### src/hdl/dtsl_pkg.sv
// Package with register map, field positions, modes and carriers for the debug trigger logic.
package dtsl_pkg;

  // ---------------------------------------------------------------------------
  // Register map
  // ---------------------------------------------------------------------------
  localparam logic [11:0] DTSL_OFS_CTRL   = 12'h000;
  localparam logic [11:0] DTSL_OFS_TRIG   = 12'h004;
  localparam logic [11:0] DTSL_OFS_STATUS = 12'h008;

  // ---------------------------------------------------------------------------
  // Field positions
  // ---------------------------------------------------------------------------
  localparam int DTSL_CTRL_EN    = 7;
  localparam int DTSL_CTRL_ARM   = 6;
  localparam int DTSL_CTRL_BREAK_REQUEST_ENABLE = 4;
  localparam int DTSL_TRIG_QUAL  = 7;
  localparam int DTSL_TRIG_BEGIN = 6;
  localparam logic [7:0] DTSL_TRIG_WMASK = 8'hcf;
  localparam logic [7:0] DTSL_RESET_BYTE = 8'h00;
  localparam logic [3:0] DTSL_FIFO_DEPTH = 4'h8;
  localparam logic [3:0] DTSL_CNT_ONE    = 4'h1;

  // ---------------------------------------------------------------------------
  // Trigger modes
  // ---------------------------------------------------------------------------
  typedef enum logic [3:0] {
    DTSL_M_A_ONLY   = 4'b0000,
    DTSL_M_A_OR_B   = 4'b0001,
    DTSL_M_A_THEN_B = 4'b0010,
    DTSL_M_EV_B     = 4'b0011,
    DTSL_M_A_EV_B   = 4'b0100,
    DTSL_M_A_AND_D  = 4'b0101,
    DTSL_M_A_NAND_D = 4'b0110,
    DTSL_M_INSIDE   = 4'b0111,
    DTSL_M_OUTSIDE  = 4'b1000
  } dtsl_mode_e;

  // Comparator results from the bus watch logic.
  typedef struct packed {
    logic a_hit;
    logic b_hit;
    logic b_data_hit;
    logic addr_ge_a;
    logic addr_le_b;
    logic exec;
  } dtsl_cmp_s;

endpackage

### src/hdl/dtsl_sync.sv
// Three-stage synchroniser with agreement filter for external debug inputs.
module dtsl_sync
  import dtsl_pkg::*;
(
  // Clock and reset
  input  wire logic i_clk,
  input  wire logic i_resetn,
  // Data
  input  wire logic i_d,
  output logic      o_q
);

  logic s1_r;
  logic s2_r;
  logic s3_r;

  always_ff @(posedge i_clk or negedge i_resetn) begin
    if (!i_resetn) begin
      s1_r <= 1'b0;
      s2_r <= 1'b0;
      s3_r <= 1'b0;
      o_q  <= 1'b0;
    end else begin
      s1_r <= i_d;
      s2_r <= s1_r;
      s3_r <= s2_r;
      if (s2_r == s3_r) begin
        o_q <= s3_r;
      end
    end
  end

endmodule

### src/hdl/dtsl_top.sv
// Debug trigger selection and status logic with APB register access.
module dtsl_top
  import dtsl_pkg::*;
(
  // Clock and reset
  input  wire logic        i_clk,
  input  wire logic        i_resetn,
  // APB slave
  input  wire logic        i_psel,
  input  wire logic        i_penable,
  input  wire logic        i_pwrite,
  input  wire logic [11:0] i_paddr,
  input  wire logic [31:0] i_pwdata,
  output logic      [31:0] o_prdata,
  output logic             o_pready,
  output logic             o_pslverr,
  // Comparator results and capture request from the bus watch logic
  input  wire dtsl_cmp_s   i_cmp,
  input  wire logic        i_bus_valid,
  input  wire logic [15:0] i_bus_addr,
  input  wire logic [7:0]  i_bus_data,
  // External debug host stop request, asynchronous
  input  wire logic        i_host_stop,
  // Capture and break outputs
  output logic             o_store,
  output logic      [15:0] o_store_word,
  output logic             o_break_req,
  output logic             o_run_active
);

  // ---------------------------------------------------------------------------
  // Registers and decode
  // ---------------------------------------------------------------------------
  logic [7:0] ctrl_r;
  logic [7:0] trig_r;
  logic       af_r;
  logic       bf_r;
  logic       run_active_flag_r;
  logic [3:0] cnt_r;
  logic       seen_a_r;
  logic       started_r;
  logic       host_stop;
  logic       acc;
  logic       wr_ctrl;
  logic       wr_trig;
  logic [7:0] ctrl_nxt;
  logic [7:0] status;

  dtsl_sync u_stop_sync (
    .i_clk    (i_clk),
    .i_resetn (i_resetn),
    .i_d      (i_host_stop),
    .o_q      (host_stop)
  );

  assign acc     = i_psel && i_penable;
  assign wr_ctrl = acc && i_pwrite && (i_paddr == DTSL_OFS_CTRL);
  assign wr_trig = acc && i_pwrite && (i_paddr == DTSL_OFS_TRIG);
  assign status  = {af_r, bf_r, run_active_flag_r, 1'b0, cnt_r};

  // ---------------------------------------------------------------------------
  // Trigger decode
  // ---------------------------------------------------------------------------
  logic       qual;
  logic       a_q;
  logic       b_q;
  logic       event_only;
  logic       begin_mode;
  logic       trig_hit;
  logic       ev_store;
  logic       cap;
  logic       full_next;
  logic       done;
  dtsl_mode_e mode;

  assign mode = dtsl_mode_e'(trig_r[3:0]);
  // Tag mode only lets a match through once the opcode really executes.
  assign qual = !trig_r[DTSL_TRIG_QUAL] || i_cmp.exec;
  assign a_q  = i_cmp.a_hit && qual;
  assign b_q  = i_cmp.b_hit && qual;
  assign event_only = (mode == DTSL_M_EV_B) || (mode == DTSL_M_A_EV_B);
  assign begin_mode = trig_r[DTSL_TRIG_BEGIN] || event_only;

  always_comb begin
    trig_hit = 1'b0;
    ev_store = 1'b0;
    unique case (trig_r[3:0])
      DTSL_M_A_ONLY:   trig_hit = a_q;
      DTSL_M_A_OR_B:   trig_hit = a_q || b_q;
      DTSL_M_A_THEN_B: trig_hit = seen_a_r && b_q;
      DTSL_M_EV_B:     ev_store = b_q;
      DTSL_M_A_EV_B:   ev_store = (seen_a_r || a_q) && b_q;
      DTSL_M_A_AND_D:  trig_hit = a_q && i_cmp.b_data_hit;
      DTSL_M_A_NAND_D: trig_hit = a_q && !i_cmp.b_data_hit;
      DTSL_M_INSIDE:   trig_hit = qual && i_cmp.addr_ge_a && i_cmp.addr_le_b;
      DTSL_M_OUTSIDE:  trig_hit = qual && !(i_cmp.addr_ge_a && i_cmp.addr_le_b);
      default:         trig_hit = 1'b0;
    endcase
  end

  // Begin trace stores from the trigger cycle on; end trace stores circularly until it.
  assign cap = run_active_flag_r && (event_only ? ev_store :
               (begin_mode ? (started_r || trig_hit) : i_bus_valid));
  assign full_next = cap && (cnt_r == DTSL_FIFO_DEPTH - DTSL_CNT_ONE);
  assign done = run_active_flag_r && (begin_mode ? full_next : trig_hit);

  // ---------------------------------------------------------------------------
  // Control register
  // ---------------------------------------------------------------------------
  always_comb begin
    ctrl_nxt = ctrl_r;
    if (wr_ctrl) begin
      ctrl_nxt = i_pwdata[7:0];
    end
    // Completion and host stop drop the arm bit; a same-cycle write loses.
    if (done || host_stop) begin
      ctrl_nxt[DTSL_CTRL_ARM] = 1'b0;
    end
  end

  always_ff @(posedge i_clk or negedge i_resetn) begin
    if (!i_resetn) begin
      ctrl_r <= DTSL_RESET_BYTE;
    end else begin
      ctrl_r <= ctrl_nxt;
    end
  end

  // ---------------------------------------------------------------------------
  // Trigger configuration register
  // ---------------------------------------------------------------------------
  always_ff @(posedge i_clk or negedge i_resetn) begin
    if (!i_resetn) begin
      trig_r <= DTSL_RESET_BYTE;
    end else if (wr_trig && !ctrl_r[DTSL_CTRL_ARM]) begin
      trig_r <= i_pwdata[7:0] & DTSL_TRIG_WMASK;
    end
  end

  // ---------------------------------------------------------------------------
  // Run state and status
  // ---------------------------------------------------------------------------
  logic arm_start;
  assign arm_start = wr_ctrl && i_pwdata[DTSL_CTRL_ARM] && i_pwdata[DTSL_CTRL_EN]
                     && !host_stop;

  always_ff @(posedge i_clk or negedge i_resetn) begin
    if (!i_resetn) begin
      run_active_flag_r <= 1'b0;
    end else begin
      // Armed flag follows the arm bit only while the module is enabled.
      run_active_flag_r <= ctrl_nxt[DTSL_CTRL_ARM] && ctrl_nxt[DTSL_CTRL_EN];
    end
  end

  always_ff @(posedge i_clk or negedge i_resetn) begin
    if (!i_resetn) begin
      af_r     <= 1'b0;
      bf_r     <= 1'b0;
      seen_a_r <= 1'b0;
    end else if (arm_start && !run_active_flag_r) begin
      af_r     <= 1'b0;
      bf_r     <= 1'b0;
      seen_a_r <= 1'b0;
    end else if (run_active_flag_r) begin
      af_r     <= af_r || a_q;
      bf_r     <= bf_r || b_q;
      seen_a_r <= seen_a_r || a_q;
    end
  end

  // Count saturates at depth: the FIFO keeps the latest eight in end trace.
  always_ff @(posedge i_clk or negedge i_resetn) begin
    if (!i_resetn) begin
      cnt_r     <= 4'h0;
      started_r <= 1'b0;
    end else if (arm_start && !run_active_flag_r) begin
      cnt_r     <= 4'h0;
      started_r <= 1'b0;
    end else if (run_active_flag_r) begin
      if (cap && cnt_r != DTSL_FIFO_DEPTH) begin
        cnt_r <= cnt_r + DTSL_CNT_ONE;
      end
      started_r <= started_r || (begin_mode && trig_hit);
    end
  end

  // ---------------------------------------------------------------------------
  // Capture and break outputs
  // ---------------------------------------------------------------------------
  always_ff @(posedge i_clk or negedge i_resetn) begin
    if (!i_resetn) begin
      o_store      <= 1'b0;
      o_store_word <= 16'h0000;
      o_break_req  <= 1'b0;
      o_run_active <= 1'b0;
    end else begin
      o_store      <= cap;
      // Event-only words carry data in the low byte; the high byte stays unused.
      o_store_word <= event_only ? {8'h00, i_bus_data} : i_bus_addr;
      o_break_req  <= done && ctrl_r[DTSL_CTRL_BREAK_REQUEST_ENABLE];
      o_run_active <= run_active_flag_r;
    end
  end

  // ---------------------------------------------------------------------------
  // APB slave, zero wait states
  // ---------------------------------------------------------------------------
  always_ff @(posedge i_clk or negedge i_resetn) begin
    if (!i_resetn) begin
      o_prdata  <= 32'h0000_0000;
      o_pready  <= 1'b0;
      o_pslverr <= 1'b0;
    end else begin
      o_pready  <= i_psel && !i_penable;
      o_pslverr <= i_psel && !i_penable && !(i_paddr == DTSL_OFS_CTRL ||
                   i_paddr == DTSL_OFS_TRIG || i_paddr == DTSL_OFS_STATUS);
      o_prdata  <= 32'h0000_0000;
      if (i_psel && !i_penable && !i_pwrite) begin
        unique case (i_paddr)
          DTSL_OFS_CTRL:   o_prdata <= {24'h000000, ctrl_r};
          DTSL_OFS_TRIG:   o_prdata <= {24'h000000, trig_r};
          DTSL_OFS_STATUS: o_prdata <= {24'h000000, status};
          default:         o_prdata <= 32'h0000_0000;
        endcase
      end
    end
  end
endmodule
### config.mk
export PLATFORM = sky130hd
export DESIGN_NAME = dtsl_top
export DESIGN_NICKNAME = d
export VERILOG_FILES = /design/src/hdl/dtsl_pkg.sv /design/src/hdl/dtsl_sync.sv /design/src/hdl/dtsl_top.sv
export SDC_FILE = /design/constraint.sdc
export NUM_CORES = 1
export LEC_CHECK = 0
export ABC_AREA = 1
export BUFFER_PORTS_ARGS = -buffer_cell sky130_fd_sc_hd__clkbuf_2
export CAP_MARGIN = 10
export CORE_UTILIZATION = 40
export DETAILED_ROUTE_END_ITERATION = 10
export PLACE_DENSITY = 0.71
export REMOVE_ABC_BUFFERS = 1
export SYNTH_ARGS = -nofsm -noshare
export SYNTH_HDL_FRONTEND = slang
export SYNTH_SLANG_ARGS = --single-unit
### constraint.sdc
create_clock -name i_clk -period 1.7 [get_ports i_clk]
set_input_delay 0.255 -clock i_clk [delete_from_list [all_inputs] [get_ports i_clk]]
set_output_delay 0.255 -clock i_clk [all_outputs]
set_load 0.02 [all_outputs]
==> metrics.cfg, run 1 <==
[routing]
drcViolationCount = 0
first_pass_iters = 5
routedWlPerCell_um = 11.3
ant_nets = 0
drt-vias-per-instance = 4.53
num_vias = 2368
drt_wl_total_mm = 5.90
drtIter0Drc = 103

[die]
die_h_um = 85.5
die_w_um = 85.5
row_count = 30
coreArea_um2 = 6760
die-area_um2 = 7310
ios = 134
start_util_pct = 41.3

[synth]
syn_avg_cell_area_um2 = 8.15
ys_top_cells_by_count = nand2_1 (95), dfrtp_1 (56), inv_1 (48), nor2_1 (30), buf_4 (24)
ys_ff_latch = 56
synth-seq-area-share_pct = 50.3
syn_area_um2 = 2790
synth_cells = 342
synth-async-reset-ratio_pct = 100
synth.distinct_cells = 34
synth-edff-count = 0
synth_flop_cell = dfrtp_1
yosysWarnings = 0
synth_top_area_cell = dfrtp_1
ys_top_cells_by_area = dfrtp_1 (50%), nand2_1 (13%), buf_4 (6.5%)
synth.top_cell.area_share_pct = 50.3
synth_most_common_cell = nand2_1

[grt]
met1_usage_pct = 22.2
grt_usage_pct = 17.5
grt_pass1_vias = 2314
antenna_found_initial = 0
grt_max_degree = 21
grt_pass1_wl_mm = 10.0
grt_overflow = 0
grt_use_met2_pct = 29.5
top_usage_layer = met2
grt_use_met3_pct = 4.47

[min_path]
hold_class = in -> reg

[worst_setup_path]
crit_fanout = 4
end_kind = flip-flop
start_kind = flip-flop
arrival_ns = 1.78
crit_type = reg -> reg
critPathRequiredTime_ns = 1.95

[run_status]
status = finished, final reports clean

[sta]
relSlewSlack_pct = 63.5
hold_viol = 0
setup_viol_count_final = 0
rsz0062_at_grt = yes
worst_pin_slew_ns = 0.547
fmax_mhz = 656
whs_ns = 0.0300
fin_skew_ns = 0.0107
finalSetupTns_ns = 0
drv_slew = 0
fin_crit_ns = 1.53
period_share_pct = 89.7

[run]
drv_cap = 0

[place]
globalplace.congestion = 0.806
io_buffers = 85
hpwl_mm = 4.69

[cells_and_area]
nFillCells = 649
nets = 525
antennaDiodeCount = 0
area_delta_synth_final_pct = 25.1
drive_gt1_share_pct = 33.4

[clock_tree]
cts_made_buffers = 5
clk_pin_slew_ns = 0.11
h-tree-depth = 2
cts_tree = built
clk_latency_ns = 0.32
clock-sinks = 56
cts-root-buf = clkbuf_8
clockBufferDepth = 2

[power]
ir_drop_uv = 377
p_sw_w = 0.000655
total_power_w = 0.00241
leakage_nw = 1.97
power_density_nw_per_um2 = 692
clkPwrFrac_pct = 32.2
pwr-share-seq_pct = 56.8
combPwrFrac_pct = 11.1
swShare_pct = 27.2
internal_power_w = 0.00176

==> timing repair <==
action,CTS,global route
hold buffers,1,0
setup buffers,0,1
hold endpoints to repair,17,0
endpoints found under the setup margin,0,7
gates resized for setup,0,21
==> layout by cell type, fill, tap and decap left out, types with 3 or more instances in the layout <==
master,Yosys,final
a21oi_1,8,6
buf_4,24,11
clkbuf_2,0,85
clkbuf_8,0,5
conb_1,1,24
dfrtp_1,56,54
inv_1,48,47
inv_2,10,11
nand2_1,95,92
nand2_2,2,4
nand3_1,19,18
nand3b_1,3,3
nand4_1,3,3
nor2_1,30,25
nor2_2,1,3
nor2_4,1,4
o211ai_1,5,5
o21ai_1,6,7
o21ai_2,6,6
==> through the flow <==
stage               cell area, um^2  setup WS [ns]  util (%)  cells
finish                         3490          0.175      51.6    523
global route                   3490        -0.0155      51.6    523
CTS                            3410         0.0251      50.5    522
detailed placement             3310        0.00637      48.9    513
global placement               3310         0.0236      48.9    513
floorplan                      2670         -0.205         -    336
==> critical path, cell delays in order, from the launching register on <==
cell and delay [ns]:
dfrtp_2 0.46, inv_2 0.08, nand2_1 0.07, inv_1 0.09, nand2_2 0.08, nand2_4 0.10
inv_2 0.05, a21oi_4 0.12, nor2_4 0.06, nand3_1 0.08, nand2_1 0.05, nand2_1 0.09
nand2_1 0.07, nor2_1 0.08
==> power by group through the flow <==
| stage | Sequential, W | Combinational, W | Clock (W) |
|---|---|---|---|
| 4_1_cts | 0.00137 | 0.000268 | 0.000803 |
| 6_report | 0.00137 | 0.000267 | 0.000776 |
| 3_5_place_dp | 0.00140 | 0.000265 | 0 |
| 5_1_grt | 0.00137 | 0.000295 | 0.000855 |
| 3_3_place_gp | 0.00140 | 0.000260 | 0 |
| 2_1_floorplan | 0.00142 | 0.0000967 | 0 |
==> routing by layer <==
| layer | part of all wire [%] | vias to the layer above | wire length (um) |
|---|---|---|---|
| met5 | 0 | - | 0 |
| met4 | 1.1 | 0 | 62 |
| met3 | 8.4 | 5 | 495 |
| met2 | 47 | 103 | 2760 |
| met1 | 44 | 1065 | 2580 |
| li1 | - | 1195 | - |
==> path summary, 6_finish.rpt <==
check / start / end / slack, ns / depth (start not counted)
worst max-delay path: trig_r[3] / run_active_flag_r / 0.17 / 13
worst min-delay path: i_host_stop / u_stop_sync.s1_r / 0.03 / 1
worst max register to register: trig_r[3] / run_active_flag_r / 0.17 / 13
worst min register to register: u_stop_sync.s1_r / u_stop_sync.s2_r / 0.37 / 0
max in group asynchronous: i_resetn / trig_r[2] / 0.76 / 3
min in group asynchronous: i_resetn / trig_r[7] / 0.44 / 2
==> layout make-up <==
class	instances	area, um^2	share of cell area [%]
sequential	56	1400	40.2
multi-input combinational	221	1110	31.8
clock inverter	3	27.5	0.789
tap	80	100	2.87
clock buffer	5	68.8	1.97
inverter	59	221	6.35
timing repair buffer	99	558	16.0
==> cell families after synthesis <==
logic type,share of synthesized area [%]
AOI/OAI and AO/OA,6.82
buffers and inverters,15.4
adders and majority gates,1.26
xor gates and xnor gates,0.314
DFF,50.3
other,0.135
and+or+nand+nor,25.8
==> sequential cells by signal (all words and copies together) (netlist names) <==
| signal | count |
|---|---|
| o_pslverr | 1 |
| run_active_flag_r | 1 |
| u_stop_sync.s3_r | 1 |
| o_pready | 1 |
| u_stop_sync.s1_r | 1 |
| ctrl_r | 8 |
| o_run_active | 1 |
| cnt_r | 4 |
| seen_a_r | 1 |
| o_store | 1 |
| o_store_word | 16 |
| u_stop_sync.o_q | 1 |
| bf_r | 1 |
| trig_r | 6 |
| u_stop_sync.s2_r | 1 |
| started_r | 1 |
| o_prdata | 8 |
| af_r | 1 |
| o_break_req | 1 |
(Power assumes the default switching activity.)
==> run 2: changes to the inputs <==
Settings changed: CORE_UTILIZATION 40 to 46, PLACE_DENSITY 0.71 to 0.8.
==> run 2 against run 1 <==
Compared with the run above: register-to-register slack barely moved; first-iteration DRC count grew 13%; count of clock-buffer cells in the layout up 1; global-route usage up 1.9 points; clock power fell by 13%; utilization is 8.6 points higher; highest routed layer unchanged.
==> metrics.cfg, run 2 (synthesis results as in run 1) <==
[min_path]
hold_class = in -> reg  ; unchanged
hp-start = i_host_stop  ; unchanged

[die]
die-area_um2 = 6380  ; was 7310 um^2
start_util_pct = 49.1  ; was 41.3%
die_h_um = 79.8  ; was 85.5 um
coreArea_um2 = 5680  ; was 6760 um^2
ios = 134  ; unchanged
die_w_um = 79.8  ; was 85.5 um
row_count = 27  ; was 30

[worst_setup_path]
crit_fanout = 4  ; unchanged
end_kind = flip-flop  ; unchanged
start_kind = flip-flop  ; unchanged
startpoint = trig_r[7]  ; was trig_r[3]
worstReg2RegStart = trig_r[7]  ; was trig_r[3]
slowest_delay_ns = 0.39  ; was 0.46 ns
critPathTopFamily = simple AND/OR/NAND/NOR gates  ; unchanged
cp_num_buf_inv = 2  ; was 3
crit_type = reg -> reg  ; unchanged
path_cells = inv_2 -> nor2_2 -> nor2_2 -> nand2_1 -> nand2_1 -> nor2_2 -> nand2_1 -> o21ai_0 -> inv_1 -> nand2_1 -> nand2_1 -> nor2_1  ; was inv_2 -> nand2_1 -> inv_1 -> nand2_2 -> nand2_4 -> inv_2 -> a21oi_4 -> nor2_4 -> nand3_1 -> nand2_1 -> nand2_1 -> nand2_1 -> nor2_1
critPathSlowestCell = dfrtp_1  ; was dfrtp_2
arrival_ns = 1.78  ; about the same
critPathRequiredTime_ns = 1.94  ; was 1.95 ns
cpMostUsedCell = nand2_1  ; unchanged

[routing]
routedWlPerCell_um = 11.2  ; was 11.3 um
ant_nets = 0  ; unchanged
drcViolationCount = 0  ; unchanged
drt_wl_total_mm = 5.74  ; was 5.90 mm
route.met2.wl_mm = 2.75  ; was 2.76 mm
met3_length_um = 488  ; was 495 um
drtIter0Drc = 116  ; was 103
topRoutingLayerUsed = met4  ; unchanged
num_vias = 2365  ; was 2368
wl_met1_mm = 2.44  ; was 2.58 mm
drt-vias-per-instance = 4.62  ; was 4.53
first_pass_iters = 4  ; was 5

[cells_and_area]
largest_reg_flops = 16  ; unchanged
layout_common_cells = nand2_1 (92), clkbuf_2 (85), dfrtp_1 (53), inv_1 (48), nor2_1 (25)  ; was nand2_1 (92), clkbuf_2 (85), dfrtp_1 (54), inv_1 (47), nor2_1 (25)
nets = 523  ; was 525
largestRegisters = o_store_word (16), ctrl_r (8), o_prdata (8)  ; unchanged
fin_cells = 512  ; was 523
antennaDiodeCount = 0  ; unchanged
largest_register = o_store_word  ; unchanged
area_delta_synth_final_pct = 22.6  ; was 25.1%
design_area_um2 = 3420  ; was 3490 um^2
layout_commonest_cell = nand2_1  ; unchanged
drive_gt1_share_pct = 32.7  ; was 33.4%

[place]
hpwl_mm = 4.47  ; was 4.69 mm
globalplace.congestion = 0.892  ; was 0.806
dp.cells = 504  ; was 513
dp_slack_ns = -0.0759  ; was 0.00637 ns
io_buffers = 85  ; unchanged
placed_cell_area_um2 = 3280  ; was 3310 um^2

[sta]
fin_skew_ns = 0.00420  ; was 0.0107 ns
period_share_pct = 90.6  ; was 89.7%
whs_ns = 0.0542  ; was 0.0300 ns
fmax_mhz = 649  ; was 656 MHz
hold_viol = 0  ; unchanged
finalWorstSetupSlack_ns = 0.160  ; was 0.175 ns
drv_slew = 0  ; unchanged
setup_viol_count_final = 0  ; unchanged
fin_crit_ns = 1.54  ; was 1.53 ns
finalSetupTns_ns = 0  ; unchanged

[clock_tree]
clk_latency_ns = 0.30  ; was 0.32 ns
clock-sinks = 56  ; unchanged
h-tree-depth = 2  ; unchanged
cts_made_buffers = 5  ; unchanged
post_cts_buffers = 0  ; unchanged
clk_pin_slew_ns = 0.09  ; was 0.11 ns
cts_tree = built  ; unchanged
cts-root-buf = clkbuf_8  ; unchanged
clockBufferDepth = 2  ; unchanged

[power]
leakage_nw = 1.94  ; was 1.97 nW
power_density_nw_per_um2 = 675  ; was 692 nW/um^2
ir_drop_uv = 406  ; was 377 uV

[grt]
grt_pass1_wl_mm = 9.55  ; was 10.0 mm
grt_pass1_vias = 2214  ; was 2314
grt_usage_pct = 19.4  ; was 17.5%
grt_max_degree = 57  ; was 21
grt_overflow = 0  ; unchanged
antenna_found_initial = 0  ; unchanged

[run_status]
status = finished, final reports clean  ; unchanged

[run]
drv_cap = 0  ; unchanged

[run 2: final timing paths]
kind | to | slack (ns) | cells after the start
hold reg to reg | u_stop_sync.s2_r | 0.36 | 0
max in group asynchronous | trig_r[3] | 0.96 | 3
min in group asynchronous | o_prdata[6] | 0.49 | 3
hold / removal | u_stop_sync.s1_r | 0.05 | 1
setup reg to reg | run_active_flag_r | 0.16 | 12
setup / recovery | run_active_flag_r | 0.16 | 12
[run 2: per-layer routing]
layer  track usage, %  vias up
li1                 -     1196
met1             24.0     1047
met2             34.0      116
met3             4.80        6
met4             4.46        0
met5                0        -
[run 2: timing repair]
action / CTS / global route
hold endpoints to repair: 56 / 0
gates resized for setup: 0 / 17
hold buffers: 1 / 0
endpoints found under the setup margin: 0 / 7
[run 2: cell type report]
class | instances | area, um^2
Fill cell | 538 | 2260
Sequential cell | 56 | 1410
Multi-Input combinational cell | 221 | 1090
Timing Repair Buffer | 97 | 531
Inverter | 59 | 221
Tap cell | 72 | 90.1
Clock buffer | 6 | 72.6
Clock inverter | 1 | 5.00
[run 2: power by group]
part | internal, W | switching [W]
clock | 0.000281 | 0.000397
sequential | 0.00136 | 0.0000117
combinational | 0.0000899 | 0.000169
[run 2: metrics by stage]
stage	total power [W]	utilization, %
finish	0.00231	60.2
global route	0.00242	60.2
CTS	0.00233	59.3
detailed placement	0.00166	57.7
global placement	0.00165	57.7
floorplan	0.00152	-
